`src/param_page_map.svh`:
```
`ifndef PARAM_PAGE_MAP_SVH
`define PARAM_PAGE_MAP_SVH

// ==========================================
// Commands and addresses
`define PP_CMD_READ_PARAM 8'hEC
`define PP_ADDR_PARAM 8'h40

// ==========================================
// Byte offsets inside one copy of the page
`define PP_OFF_SIG_LAST 9'h003
`define PP_OFF_PAGE_BYTES 9'h050
`define PP_OFF_LU_COUNT 9'h064
`define PP_OFF_ADDR_CYC 9'h065
`define PP_OFF_PROGS 9'h067
`define PP_OFF_PLANE_BITS 9'h068
`define PP_OFF_MP_ATTR 9'h069
`define PP_OFF_ASYNC_GRADE 9'h090
`define PP_OFF_STROBE_GRADE 9'h092
`define PP_OFF_COPY_LAST 9'h1FF

// ==========================================
// Field positions, signature and copy counts, reset values
`define PP_ATTR_PROG_CACHE 0
`define PP_ATTR_READ_CACHE 1
`define PP_ATTR_PLANE_FREE 2
`define PP_SIG_MIN_HITS 3'h2
`define PP_COPIES 2'h3
`define PP_FIELD_RESET 8'h00

// ==========================================
// Timing
`define PP_CLK_MHZ 40
`define PP_STROBE_NS 150
`define PP_STROBE_CYC ((`PP_STROBE_NS * `PP_CLK_MHZ + 999) / 1000)
`define PP_WB_NS 100
`define PP_WB_CYC ((`PP_WB_NS * `PP_CLK_MHZ + 999) / 1000)

`endif

```
`src/param_page_pkg.sv`:
```
package param_page_pkg;

  typedef enum logic [2:0] {
    ST_IDLE = 3'b000,
    ST_WR = 3'b001,
    ST_WAIT_WB = 3'b010,
    ST_WAIT_RDY = 3'b011,
    ST_RD = 3'b100,
    ST_FLUSH = 3'b101
  } host_state_t;

  typedef enum logic [1:0] {
    OP_OTHER = 2'b00,
    OP_READ = 2'b01,
    OP_PROGRAM = 2'b10,
    OP_ERASE = 2'b11
  } op_kind_t;

endpackage

```
`src/byte_stream_if.sv`:
```
`timescale 1ns/10ps
`default_nettype none

interface byte_stream_if #(parameter int W = 8);
  logic valid;
  logic ready;
  logic [W-1:0] data;
  modport src (output valid, output data, input ready);
  modport snk (input valid, input data, output ready);
endinterface

`default_nettype wire

```
`src/stream_fifo.sv`:
```
`timescale 1ns/10ps
`default_nettype none

module stream_fifo #(
  parameter int W = 8,
  parameter int D = 8,
  parameter int AW = $clog2(D)
) (
  // Clock and reset
  input wire logic clk,
  input wire logic rst_b,
  // Streams
  byte_stream_if.snk in_s,
  byte_stream_if.src out_s
);

  logic [W-1:0] mem_q [D];
  logic [AW:0] wp_q, wp_d, rp_q, rp_d;
  logic full, empty, push, pop;

  // ==========================================
  // Pointers with a wrap bit keep full and empty apart
  assign full = (wp_q[AW-1:0] == rp_q[AW-1:0]) && (wp_q[AW] != rp_q[AW]);
  assign empty = (wp_q == rp_q);
  assign in_s.ready = !full;
  assign out_s.valid = !empty;
  assign out_s.data = mem_q[rp_q[AW-1:0]];
  assign push = in_s.valid && !full;
  assign pop = out_s.ready && !empty;

  always_comb begin
    wp_d = push ? wp_q + 1'b1 : wp_q;
    rp_d = pop ? rp_q + 1'b1 : rp_q;
  end

  always_ff @(posedge clk or negedge rst_b) begin
    if (!rst_b) begin
      wp_q <= '0;
      rp_q <= '0;
    end else begin
      wp_q <= wp_d;
      rp_q <= rp_d;
    end
  end

  always_ff @(posedge clk) begin
    if (push) begin
      mem_q[wp_q[AW-1:0]] <= in_s.data;
    end
  end

endmodule

`default_nettype wire

```
`src/page_mem.sv`:
```
`timescale 1ns/10ps
`default_nettype none

module page_mem #(
  parameter int AW = 9,
  parameter int W = 8
) (
  // Clock
  input wire logic clk,
  // Single port
  input wire logic we,
  input wire logic [AW-1:0] addr,
  input wire logic [W-1:0] wdata,
  output logic [W-1:0] rdata
);

  logic [W-1:0] mem_q [2**AW];

  // ==========================================
  // Registered read, one cycle after the address
  always_ff @(posedge clk) begin
    if (we) begin
      mem_q[addr] <= wdata;
    end
    rdata <= mem_q[addr];
  end

endmodule

`default_nettype wire

```
`src/param_page_host.sv`:
```
`include "param_page_map.svh"
`timescale 1ns/10ps
`default_nettype none

module param_page_host
  import param_page_pkg::*;
#(
  parameter int FIFO_DEPTH = 8,
  parameter logic [7:0] SIG0 = 8'h11,  // Arbitrary value
  parameter logic [7:0] SIG1 = 8'h22,  // Arbitrary value
  parameter logic [7:0] SIG2 = 8'h33,  // Arbitrary value
  parameter logic [7:0] SIG3 = 8'h55   // Arbitrary value
) (
  // Clock and reset
  input wire logic clk,
  input wire logic rst_b,
  // Page read request and result
  input wire logic page_start,
  output logic page_busy,
  output logic page_valid,
  output logic page_fail,
  // Stored page readout
  input wire logic rd_en,
  input wire logic [8:0] rd_addr,
  output logic [7:0] rd_data,
  // Decoded fields
  output logic [3:0] row_cycles,
  output logic [3:0] col_cycles,
  output logic [7:0] logical_unit_count,
  output logic [7:0] programs_per_page,
  output logic [3:0] plane_bits,
  output logic [2:0] mp_attr,
  output logic [31:0] page_bytes,
  output logic [5:0] async_grades,
  output logic [8:0] strobe_grades,
  // Operation request
  input wire logic op_valid,
  input wire op_kind_t op_kind,
  input wire logic [7:0] op_cmd,
  input wire logic [15:0] op_col,
  input wire logic [23:0] op_row,
  input wire logic [7:0] op_logical_unit,
  input wire logic [3:0] op_plane,
  input wire logic op_cache,
  input wire logic op_multi_plane,
  input wire logic op_copyback,
  output logic op_done,
  output logic op_refused,
  // Flash pins
  output logic ce_n,
  output logic cle,
  output logic ale,
  output logic we_n,
  output logic re_n,
  output logic [7:0] dq_out,
  output logic dq_oe,
  input wire logic [7:0] dq_in,
  input wire logic rb_in
);

  localparam logic [7:0] STROBE_LAST = 8'(`PP_STROBE_CYC - 1);
  localparam logic [7:0] WB_CYC = 8'(`PP_WB_CYC);
  localparam logic [10:0] READ_LIMIT = 11'(3 * 512);

  // ==========================================
  // Functions
  function automatic logic [31:0] put_le(input logic [31:0] v, input logic [7:0] b, input logic [1:0] pos);
    logic [31:0] r;
    r = v;
    r[pos*8 +: 8] = b;
    return r;
  endfunction

  function automatic logic [63:0] pack_addr(input logic [15:0] col, input logic [23:0] row, input logic [3:0] cc);
    logic [63:0] colm;
    colm = {48'h0, col} & ~(64'hFFFF_FFFF_FFFF_FFFF << ({2'h0, cc} * 6'h08));
    return colm | ({40'h0, row} << ({2'h0, cc} * 6'h08));
  endfunction

  // ==========================================
  // Pin synchronisers
  logic [7:0] dq_s1, dq_s2, dq_s3, dq_q;
  logic rb_s1, rb_s2, rb_s3, rb_q;
  always_ff @(posedge clk or negedge rst_b) begin
    if (!rst_b) begin
      dq_s1 <= 8'h00;
      dq_s2 <= 8'h00;
      dq_s3 <= 8'h00;
      dq_q <= 8'h00;
      rb_s1 <= 1'b0;
      rb_s2 <= 1'b0;
      rb_s3 <= 1'b0;
      rb_q <= 1'b0;
    end else begin
      dq_s1 <= dq_in;
      dq_s2 <= dq_s1;
      dq_s3 <= dq_s2;
      rb_s1 <= rb_in;
      rb_s2 <= rb_s1;
      rb_s3 <= rb_s2;
      if (dq_s2 == dq_s3) begin
        dq_q <= dq_s3;
      end
      if (rb_s2 == rb_s3) begin
        rb_q <= rb_s3;
      end
    end
  end

  // ==========================================
  // Strobe divider
  logic [7:0] div_q, div_d;
  logic tick;
  assign tick = (div_q == STROBE_LAST);
  always_comb begin
    div_d = tick ? 8'h00 : div_q + 8'h01;
  end
  always_ff @(posedge clk or negedge rst_b) begin
    if (!rst_b) begin
      div_q <= 8'h00;
    end else begin
      div_q <= div_d;
    end
  end

  // ==========================================
  // Buffer between pins and page store
  byte_stream_if #(.W(8)) fill_s ();
  byte_stream_if #(.W(8)) drain_s ();

  stream_fifo #(.W(8), .D(FIFO_DEPTH)) u_fifo (
    .clk(clk),
    .rst_b(rst_b),
    .in_s(fill_s),
    .out_s(drain_s)
  );

  // ==========================================
  // Drain and parse
  logic [10:0] didx_q, didx_d;
  logic [2:0] hits_q, hits_d;
  logic stop_q, stop_d, pvalid_q, pvalid_d, pfail_q, pfail_d;
  logic [3:0] rowc_q, rowc_d, colc_q, colc_d, pbits_q, pbits_d;
  logic [7:0] luc_q, luc_d, progs_q, progs_d;
  logic [2:0] attr_q, attr_d;
  logic [31:0] pbytes_q, pbytes_d;
  logic [5:0] async_q, async_d;
  logic [8:0] strobe_q, strobe_d;
  logic drain_take, mem_we, sig_hit, clear_page;
  logic [8:0] off;
  logic [7:0] b;

  // Single port store: user readout wins, drain waits while rd_en is high
  assign drain_s.ready = !rd_en;
  assign drain_take = drain_s.valid && drain_s.ready;
  assign mem_we = drain_take && !stop_q;
  assign off = didx_q[8:0];
  assign b = drain_s.data;
  assign sig_hit = (off == 9'h000 && b == SIG0) || (off == 9'h001 && b == SIG1) ||
                   (off == 9'h002 && b == SIG2) || (off == 9'h003 && b == SIG3);

  page_mem #(.AW(9), .W(8)) u_mem (
    .clk(clk),
    .we(mem_we),
    .addr(rd_en ? rd_addr : off),
    .wdata(b),
    .rdata(rd_data)
  );

  always_comb begin
    didx_d = didx_q;
    hits_d = hits_q;
    stop_d = stop_q;
    pvalid_d = pvalid_q;
    pfail_d = pfail_q;
    rowc_d = rowc_q;
    colc_d = colc_q;
    pbits_d = pbits_q;
    luc_d = luc_q;
    progs_d = progs_q;
    attr_d = attr_q;
    pbytes_d = pbytes_q;
    async_d = async_q;
    strobe_d = strobe_q;
    if (clear_page) begin
      didx_d = 11'h000;
      hits_d = 3'h0;
      stop_d = 1'b0;
      pvalid_d = 1'b0;
      pfail_d = 1'b0;
    end else if (mem_we) begin
      didx_d = didx_q + 11'h001;
      if (sig_hit) begin
        hits_d = hits_q + 3'h1;
      end
      case (off)
        `PP_OFF_PAGE_BYTES, `PP_OFF_PAGE_BYTES + 9'h001,
        `PP_OFF_PAGE_BYTES + 9'h002, `PP_OFF_PAGE_BYTES + 9'h003: begin
          pbytes_d = put_le(pbytes_q, b, off[1:0]);
        end
        `PP_OFF_LU_COUNT: luc_d = b;
        `PP_OFF_ADDR_CYC: begin
          rowc_d = b[3:0];
          colc_d = b[7:4];
        end
        `PP_OFF_PROGS: progs_d = b;
        `PP_OFF_PLANE_BITS: pbits_d = b[3:0];
        `PP_OFF_MP_ATTR: attr_d = b[2:0];
        `PP_OFF_ASYNC_GRADE: async_d = b[5:0];
        `PP_OFF_STROBE_GRADE: strobe_d[7:0] = b;
        `PP_OFF_STROBE_GRADE + 9'h001: strobe_d[8] = b[0];
        `PP_OFF_COPY_LAST: begin
          hits_d = 3'h0;
          if (hits_q >= `PP_SIG_MIN_HITS) begin
            pvalid_d = 1'b1;
            stop_d = 1'b1;
          end else if (didx_q[10:9] == `PP_COPIES - 2'h1) begin
            pfail_d = 1'b1;
            stop_d = 1'b1;
          end
          // Otherwise the next redundant copy overwrites this one
        end
        default: ;
      endcase
    end
  end

  always_ff @(posedge clk or negedge rst_b) begin
    if (!rst_b) begin
      didx_q <= 11'h000;
      hits_q <= 3'h0;
      stop_q <= 1'b0;
      pvalid_q <= 1'b0;
      pfail_q <= 1'b0;
      rowc_q <= 4'h0;
      colc_q <= 4'h0;
      pbits_q <= 4'h0;
      luc_q <= `PP_FIELD_RESET;
      progs_q <= `PP_FIELD_RESET;
      attr_q <= 3'h0;
      pbytes_q <= 32'h0000_0000;
      async_q <= 6'h00;
      strobe_q <= 9'h000;
    end else begin
      didx_q <= didx_d;
      hits_q <= hits_d;
      stop_q <= stop_d;
      pvalid_q <= pvalid_d;
      pfail_q <= pfail_d;
      rowc_q <= rowc_d;
      colc_q <= colc_d;
      pbits_q <= pbits_d;
      luc_q <= luc_d;
      progs_q <= progs_d;
      attr_q <= attr_d;
      pbytes_q <= pbytes_d;
      async_q <= async_d;
      strobe_q <= strobe_d;
    end
  end

  // ==========================================
  // Pin sequencer and operation checks
  host_state_t st_q, st_d;
  logic ph_q, ph_d, rdpar_q, rdpar_d, cle_q, cle_d, ale_q, ale_d;
  logic we_n_q, we_n_d, re_n_q, re_n_d, ce_n_q, ce_n_d, oe_q, oe_d;
  logic done_q, done_d, ref_q, ref_d, cache_on_q, cache_on_d;
  logic [7:0] dqo_q, dqo_d, wb_q, wb_d, pcnt_q, pcnt_d;
  logic [63:0] ash_q, ash_d;
  logic [4:0] acnt_q, acnt_d;
  logic [10:0] rcnt_q, rcnt_d;
  logic [23:0] prow_q, prow_d;
  logic [3:0] cplane_q, cplane_d;
  logic refuse, cache_bad;

  assign clear_page = (st_q == ST_IDLE) && page_start;
  assign fill_s.data = dq_q;
  assign fill_s.valid = (st_q == ST_RD) && ph_q && tick && !stop_q;

  always_comb begin
    cache_bad = 1'b0;
    if (op_cache && op_multi_plane) begin
      cache_bad = op_copyback ||
                  (op_kind == OP_PROGRAM && !attr_q[`PP_ATTR_PROG_CACHE]) ||
                  (op_kind == OP_READ && !attr_q[`PP_ATTR_READ_CACHE]);
    end
    refuse = !pvalid_q || cache_bad ||
             (op_logical_unit >= luc_q) ||
             (op_kind == OP_PROGRAM && op_row == prow_q && pcnt_q >= progs_q) ||
             (op_cache && cache_on_q && !attr_q[`PP_ATTR_PLANE_FREE] && op_plane != cplane_q);
  end

  always_comb begin
    st_d = st_q;
    ph_d = ph_q;
    rdpar_d = rdpar_q;
    cle_d = cle_q;
    ale_d = ale_q;
    we_n_d = we_n_q;
    re_n_d = re_n_q;
    ce_n_d = ce_n_q;
    oe_d = oe_q;
    dqo_d = dqo_q;
    wb_d = wb_q;
    ash_d = ash_q;
    acnt_d = acnt_q;
    rcnt_d = rcnt_q;
    pcnt_d = pcnt_q;
    prow_d = prow_q;
    cache_on_d = cache_on_q;
    cplane_d = cplane_q;
    done_d = 1'b0;
    ref_d = 1'b0;
    case (st_q)
      ST_IDLE: begin
        if (page_start) begin
          st_d = ST_WR;
          rdpar_d = 1'b1;
          dqo_d = `PP_CMD_READ_PARAM;
          ash_d = {56'h0, `PP_ADDR_PARAM};
          acnt_d = 5'h01;
          ph_d = 1'b0;
        end else if (op_valid && refuse) begin
          ref_d = 1'b1;
        end else if (op_valid) begin
          st_d = ST_WR;
          rdpar_d = 1'b0;
          dqo_d = op_cmd;
          ph_d = 1'b0;
          if (op_kind == OP_ERASE) begin
            ash_d = {40'h0, op_row};
            acnt_d = {1'b0, rowc_q};
            pcnt_d = 8'h00;
          end else begin
            ash_d = pack_addr(op_col, op_row, colc_q);
            acnt_d = 5'({1'b0, colc_q} + {1'b0, rowc_q});
          end
          if (op_kind == OP_PROGRAM) begin
            pcnt_d = (op_row == prow_q) ? pcnt_q + 8'h01 : 8'h01;
            prow_d = op_row;
          end
          cache_on_d = op_cache;
          if (op_cache && !cache_on_q) begin
            cplane_d = op_plane;
          end
        end
      end
      ST_WR: begin
        if (tick) begin
          ce_n_d = 1'b0;
          ph_d = !ph_q;
          we_n_d = 1'b1;
          // Pins move as the strobe falls or while it stays high, never as it rises, so they hold across its rising edge
          if (!ph_q && (cle_q || ale_q) && acnt_q == 5'h00) begin
            oe_d = 1'b0;
            cle_d = 1'b0;
            ale_d = 1'b0;
            if (rdpar_q) begin
              st_d = ST_WAIT_WB;
              wb_d = 8'h00;
            end else begin
              st_d = ST_IDLE;
              done_d = 1'b1;
              ce_n_d = 1'b1;
            end
          end else if (!ph_q) begin
            we_n_d = 1'b0;
            oe_d = 1'b1;
            cle_d = !cle_q && !ale_q;
            ale_d = cle_q || ale_q;
            if (cle_q || ale_q) begin
              dqo_d = ash_q[7:0];
              ash_d = ash_q >> 8;
              acnt_d = acnt_q - 5'h01;
            end
          end
        end
      end
      ST_WAIT_WB: begin
        // Busy is only trusted after the device has had time to drop ready
        wb_d = wb_q + 8'h01;
        if (wb_q >= WB_CYC + 8'h03) begin
          st_d = ST_WAIT_RDY;
        end
      end
      ST_WAIT_RDY: begin
        if (rb_q) begin
          st_d = ST_RD;
          ph_d = 1'b0;
          rcnt_d = 11'h000;
        end
      end
      ST_RD: begin
        if (stop_q || rcnt_q == READ_LIMIT) begin
          st_d = ST_FLUSH;
          re_n_d = 1'b1;
        end else if (tick && (ph_q || fill_s.ready)) begin
          ph_d = !ph_q;
          re_n_d = ph_q;
          if (ph_q) begin
            rcnt_d = rcnt_q + 11'h001;
          end
        end
      end
      ST_FLUSH: begin
        if (!drain_s.valid) begin
          st_d = ST_IDLE;
          ce_n_d = 1'b1;
          rdpar_d = 1'b0;
          done_d = 1'b1;
        end
      end
      default: st_d = ST_IDLE;
    endcase
  end

  always_ff @(posedge clk or negedge rst_b) begin
    if (!rst_b) begin
      st_q <= ST_IDLE;
      ph_q <= 1'b0;
      rdpar_q <= 1'b0;
      cle_q <= 1'b0;
      ale_q <= 1'b0;
      we_n_q <= 1'b1;
      re_n_q <= 1'b1;
      ce_n_q <= 1'b1;
      oe_q <= 1'b0;
      dqo_q <= 8'h00;
      wb_q <= 8'h00;
      ash_q <= 64'h0;
      acnt_q <= 5'h00;
      rcnt_q <= 11'h000;
      pcnt_q <= 8'h00;
      prow_q <= 24'h000000;
      cache_on_q <= 1'b0;
      cplane_q <= 4'h0;
      done_q <= 1'b0;
      ref_q <= 1'b0;
    end else begin
      st_q <= st_d;
      ph_q <= ph_d;
      rdpar_q <= rdpar_d;
      cle_q <= cle_d;
      ale_q <= ale_d;
      we_n_q <= we_n_d;
      re_n_q <= re_n_d;
      ce_n_q <= ce_n_d;
      oe_q <= oe_d;
      dqo_q <= dqo_d;
      wb_q <= wb_d;
      ash_q <= ash_d;
      acnt_q <= acnt_d;
      rcnt_q <= rcnt_d;
      pcnt_q <= pcnt_d;
      prow_q <= prow_d;
      cache_on_q <= cache_on_d;
      cplane_q <= cplane_d;
      done_q <= done_d;
      ref_q <= ref_d;
    end
  end

  // ==========================================
  // Outputs
  assign page_busy = rdpar_q;
  assign page_valid = pvalid_q;
  assign page_fail = pfail_q;
  assign row_cycles = rowc_q;
  assign col_cycles = colc_q;
  assign logical_unit_count = luc_q;
  assign programs_per_page = progs_q;
  assign plane_bits = pbits_q;
  assign mp_attr = attr_q;
  assign page_bytes = pbytes_q;
  assign async_grades = async_q;
  assign strobe_grades = strobe_q;
  assign op_done = done_q;
  assign op_refused = ref_q;
  assign ce_n = ce_n_q;
  assign cle = cle_q;
  assign ale = ale_q;
  assign we_n = we_n_q;
  assign re_n = re_n_q;
  assign dq_out = dqo_q;
  assign dq_oe = oe_q;

endmodule

`default_nettype wire

```
`config.mk`:
```
export PLATFORM = sky130hd
export DESIGN_NAME = param_page_host
export DESIGN_NICKNAME = d
export VERILOG_FILES = /design/src/param_page_pkg.sv /design/src/byte_stream_if.sv /design/src/stream_fifo.sv /design/src/page_mem.sv /design/src/param_page_host.sv
export VERILOG_INCLUDE_DIRS = /design/src
export SDC_FILE = /design/constraint.sdc
export NUM_CORES = 2
export LEC_CHECK = 0
export CAP_MARGIN = 20
export CORE_ASPECT_RATIO = 1.2
export CORE_MARGIN = 2
export CORE_UTILIZATION = 24
export DETAILED_ROUTE_END_ITERATION = 10
export DONT_BUFFER_PORTS = 1
export MAX_ROUTING_LAYER = met4
export PLACE_DENSITY = 0.38
export SKIP_LAST_GASP = 1
export SLEW_MARGIN = 10
export SYNTH_ARGS = -nofsm -noshare
export SYNTH_HDL_FRONTEND = slang
export SYNTH_MEMORY_MAX_BITS = 65536
export SYNTH_SLANG_ARGS = --single-unit
```
`constraint.sdc`:
```
create_clock -name clk -period 33.3 [get_ports clk]
set_clock_uncertainty 0.1 [all_clocks]
set_input_delay 3.33 -clock clk [delete_from_list [all_inputs] [get_ports clk]]
set_output_delay 3.33 -clock clk [all_outputs]
set_load 0.01 [all_outputs]
```
# Word level (Yosys, flattened, before mapping)
# Memories as Yosys holds them, arrays and structs flattened. A register that Yosys moved wholly into a read port is not among the register bits.
# Cells that the tools add are included.
[totals] regBits=293 ramBits=4160 wordCells=331 memories=2
[op_classes] n_addsub=11 n_lt_le_gt_ge=4 eq_ne=55 shifts=4 muxes=108 bitwise=6 reduce_logical=95
[memory_table] name="u_mem.mem_q" depth=512 width=8 read_ports=1 rd_ports_with_merged_regs=1 wr=1 line="page_mem.sv:17" rtl="logic [W-1:0] mem_q [2**AW];"
[memory_table] name="u_fifo.mem_q" depth=8 width=8 read_ports=1 rd_ports_with_merged_regs=0 wr=1 line="stream_fifo.sv:17" rtl="logic [W-1:0] mem_q [D];"
[ops] operator="$mux 64" n=8
[ops] operator="$pmux 64 s2" n=1
[ops] operator="$mux 8" n=14
[ops] operator="$eq 9x7->1 const B" n=9
[ops] operator="$mux 11" n=6
[ops] operator="$and 16x64->64" n=1
[ops] operator="$not 64->64" n=1
[ops] operator="$or 64x64->64" n=1
[ops] operator="$shl 24x6->64" n=1
[ops] operator="$shl 64x6->64 const A" n=1
[ops] operator="$mux 1" n=46
[ops] operator="$mux 5" n=8
[ops] operator="$mux 3" n=13
[ops] operator="$reduce_and 3->1" n=13
[ops] operator="$neg 5->34" n=1
[ops] operator="$shift 8x34->32 const A" n=1
[ops] operator="$shiftx 8x34->32" n=1
[ops] operator="$bwmux 32" n=1
[ops] operator="$pmux 8 s2" n=2
[ops] operator="$eq 9x8->1 const B" n=3
[ops] operator="$logic_and 1x1->1" n=26
[ops] operator="$add 8x1->8 const B" n=3
[ops] operator="$eq 24x24->1" n=1
[ops] operator="$add 11x1->11 const B" n=2
[ops] operator="other kinds (51)" n=119

# Longest topological paths before layout
[logic_depth] word_depth=13 ltp_mapped=16 mapped_depth_nobuf=10

# Modules after synthesis
# From an unflattened synthesis, not the netlist that was laid out.
[hier_totals] cells_unflattened=9136 hier_area_um2=175986.3
[by_module_without_submodules] mod="page_mem" instances=1 cells_per_inst=7575 area_each_um2=158359.4 seq_area_each_um2=123158.1
[by_module_without_submodules] mod="param_page_host" instances=1 cells_per_inst=1407 area_each_um2=14620.3 seq_area_each_um2=7135.6
[by_module_without_submodules] mod="stream_fifo" instances=1 cells_per_inst=154 area_each_um2=3006.6 seq_area_each_um2=2122.0

# Least setup slack after synthesis
# OpenSTA, ideal clock, no wires.
[synth_timing] kind="flip-flop to flip-flop" startpoint="reg u_fifo.rp_q[1]" endpoint="mem u_mem.mem_q[0][3] (data pin)" setup_time_ns=1.864 arrival_ns=9.272 slack_ns=22.064 stages_incl_launch_ff=6 n_path_buf=3 synth_period_minus_slack_ns=11.236 path_cell_list="dfrtp_1 > clkbuf_1 > clkbuf_1 > mux4_2 > mux2_2 > clkbuf_1"
[synth_between] elab_chain_len=1
[synth_rtl] element="start, declared" line="stream_fifo.sv:18" rtl="logic [AW:0] wp_q, wp_d, rp_q, rp_d;"
[synth_rtl] element="start signal, assigned" line="stream_fifo.sv:42" rtl="rp_q <= rp_d;"
[synth_rtl] element="$mem_v2 8x8"
[synth_rtl] element="via b[3]" line="param_page_host.sv:151" rtl="logic [7:0] b;"
[synth_rtl] element="end, declared" line="page_mem.sv:17"
# The timed path passes the listed nets, and every way through them passes these cells.

# Worst setup path in the final report
[layout_timing] startpoint="in rd_en" endpoint="reg u_mem.rdata[7] (read register of u_mem.mem_q)"
[layout_between] elab_chain_len=1
[layout_rtl] element="start, declared" line="param_page_host.sv:23" rtl="input wire logic rd_en,"
[layout_rtl] element="$mux 9" line="param_page_host.sv:165" rtl=".addr(rd_en ? rd_addr : off),"
[layout_rtl] element="end, declared" line="page_mem.sv:14" rtl="output logic [W-1:0] rdata"
# Every way passes these cells.
# A chain may end at the register's enable or synchronous reset.

==> key figures <==
Run status
  • Status: finished clean

STA
  • Final Cycle Share: 0.2709
  • Slew Viols, Final: 0
  • Slew HR: 0.08473
  • Total negative slack: 0 ns
  • Fin crit period: 9.023 ns
  • Final hold viol count: 0
  • Final setup vio count: 0
  • Peak Freq: 110.8 MHz
  • RSZ-0062 raised after global routing: false
  • Worst-Margin Slew: 1.373 ns
  • Worst hold slack: about 0.25 ns

Logic synthesis
  • Post-synthesis sequential area ratio: 0.7550
  • Number of synthesized register bits: 4461
  • Post-Synth XOR/XNOR Area: 0.003596
  • Mux contribution to synthesized area: 0.1145
  • Complex-gate fraction of the synthesized area: 0.05706
  • Yosys top cell area share: 0.7123
  • Synth cell types: 83
  • Most frequent cells after synthesis: edfxtp_1 (4160), nand2_1 (988), mux2i_1 (828)
  • Async S/R FF share, synth: 0.06568
  • EDFF count, synth: 4160
  • Post-synth top flop: edfxtp_1
  • Yosys warns: 0
  • Synth Area in Simple Gates: 0.04759
  • Top cells by area, synth: edfxtp_1 (71%), mux4_2 (5.9%), mux2i_1 (4.7%), dfrtp_1 (4.1%), nand2_1 (2.1%)
  • Synthesized Nets: 10460
  • Syn Area/Cell: between 15 and 20 µm²
  • Cells after Synth: 10340
  • Mapped Area: 175400 µm²
  • Largest family of logic cells by synthesized area: multiplexers
  • Area share of fa/ha/maj cells after synthesis: 0.002811
  • Most used standard cell by instance count after synthesis: edfxtp_1
  • Leading area contributor after synthesis: edfxtp_1

Setup path
  • Worst R2R Setup Slack: ~26 ns
  • CP Buf/Inv Count: 4
  • Crit Path Max Fanout: 85
  • Crit-path slowest cell: o221ai_1
  • Worst path top cell family by delay: buffers and inverters
  • Cell chain of the critical path: mux2_8 -> buf_12 -> buf_4 -> buf_4 -> buf_12 -> mux2i_1 -> o22ai_1 -> nor4_1 -> o221ai_1 -> a211oi_1 -> and4_1 -> o2111ai_1
  • Req. time, crit path: approximately 34 ns
  • Max incr delay on CP: slightly above 0.8 ns
  • CP Launch Type: input pin
  • CP Class: in2reg
  • Arrival @ worst endpoint: 9.80 ns
  • Crit path capture type: flop

Drt
  • Routed wire per std cell: 30.67 µm
  • Drt drc: 0
  • Via count: roughly 97000
  • Routed Antenna Nets: 0
  • DR pass1 iterations: 6
  • DR iter-0 viols: 9966
  • Drt total wl: 631600 µm
  • Detailed-route vias per instance: ~4.7

Global route
  • GRT overflow: 0
  • First-pass GRT wire length: 855300 µm
  • GR Util All Layers: 0.1705
  • Initial antenna violation count: 63
  • Pin count of the biggest net entering global routing: 294
  • Vias in the first global route: 98210

Clocking
  • CTS clk-pin slew, worst paths: 0.07 ns
  • Root buffer cell: clkbuf_16
  • Clock Latency Late Sink: 1.07 ns
  • CTS Hold Bufs: 0
  • CTS resizes: 0
  • CTS sink count: 4461
  • Clk buf depth: 4
  • TritonCTS Buffers: 452
  • CTS tree: yes
  • Max H-tree Level: 5
  • Post-CTS setup buffers: 0

Pwr
  • Total power per unit cell area: between 80 and 90 nW/µm²
  • Static Leak: 0.06460 µW
  • Overall power: 16450 µW
  • Max VDD drop: around 0.084 mV

Floorplan
  • Core area: 729600 µm²
  • Die ar.: 737600 µm²
  • I/O pins: 193
  • Core Rows: 344
  • Die height: 940.4 µm
  • Initial Utilization: 0.2404
  • Chip width: 784.4 µm

Place
  • Hpwl dp: 386600 µm
  • Routability Congestion: roughly 0.80
  • Placed Cells incl. Taps: 19710
  • Port bufs: 0

Layout
  • Multi-input gate area: 40410 µm²
  • Nets@finish: 10610
  • Fillers: about 73000
  • Area grow syn2layout: 15.69%
  • Final Core Density: 0.2781
  • Reg area: 132400 µm²
  • Share of cells above drive strength 1: 0.1549
  • Final std cells w/o fill: 20590

Job
  • Total of max-cap violations: 0

Worst hold path
  • Hold WC Path Type: reg2reg
-- where the power goes --
part	internal, µW	switching (µW)
combinational	864	2960
clock	2880	2240
sequential	7440	75.4
total	11200	5270
-- area by class of cell --
| cell class | count | share of cell area |
|---|---|---|
| Sequential cell | 4461 | 0.6526 |
| Tap cell | 9688 | 0.05974 |
| Inverter | 67 | 0.001424 |
| Timing Repair Buffer | 347 | 0.01480 |
| Clock buffer | 555 | 0.05848 |
| Multi-Input combinational cell | 5155 | 0.1992 |
| Clock inverter | 282 | 0.01329 |
| Antenna cell | 39 | 0.0004810 |
-- per-stage QoR --
stage          area (µm²)  setup slack (ns)
2_1_floorplan      175400             22.06
3_3_place_gp       187800             22.07
3_5_place_dp       188100             23.03
4_1_cts            202700             24.19
5_1_grt            202900             24.06
6_report           202900             24.28
-- cells by family (layout without fill, tap and decap cells) --
| group | Yosys count | in the layout |
|---|---|---|
| buf+inv | 720 | 1251 |
| mux | 1415 | 1415 |
| simple gates | 1980 | 1980 |
| flops | 4461 | 4461 |
| xor+xnor | 72 | 72 |
| other cells | 0 | 39 |
| fa+ha+maj | 39 | 39 |
| compound gates | 1649 | 1649 |
-- worst register-to-register path: cells and delay by family (launching register included) --
| kind | cells | cell delay, ns |
|---|---|---|
| buffers and inverters | 5 | 3.03 |
| AND/OR/NAND/NOR | 2 | 1.28 |
| multiplexers | 2 | 1.00 |
| flip-flops | 1 | 0.59 |
| AO/OA/AOI/OAI | 4 | 1.56 |
-- sequential cells by signal, summed over array words and instances (netlist names), 9 cells and up --
register and flops:
ash_q 64, didx_q 11, page_bytes 32, prow_q 24, rcnt_q 11, strobe_grades 9, u_fifo.mem_q 64, u_mem.mem_q 4096
-- layer usage --
metal,vias to the layer above,track usage,routed length [µm]
met5,-,-,0
met4,0,0.05158,20400
met3,753,0.02866,36610
met2,3174,0.2869,315700
met1,51940,0.2102,258900
li1,40950,-,-
-- path summary, 6_finish.rpt --
check                      depth (start not counted)      start         endpoint
max in group asynchronous                          0      rst_b        ash_q[29]
setup / recovery                                  12      rd_en   u_mem.rdata[7]
hold reg to reg                                    0   dq_s1[4]         dq_s2[4]
hold / removal                                     0   dq_s1[4]         dq_s2[4]
min in group asynchronous                          0      rst_b  async_grades[4]
setup reg to reg                                  13  didx_q[0]   u_mem.rdata[7]
-- layout by cell type, fill, tap and decap left out, drive strengths merged, types with 133 or more instances in the layout --
cell	netlist	routed
nand2	988	988
clkbuf	301	555
dfrtp	290	290
nor2	634	634
clkinv	3	215
mux4	460	460
buf	352	347
o22ai	397	397
nor4	133	133
a21oi	712	712
a22oi	149	149
edfxtp	4160	4160
mux2i	828	828
No activity file was read; power rests on OpenSTA's default activity.
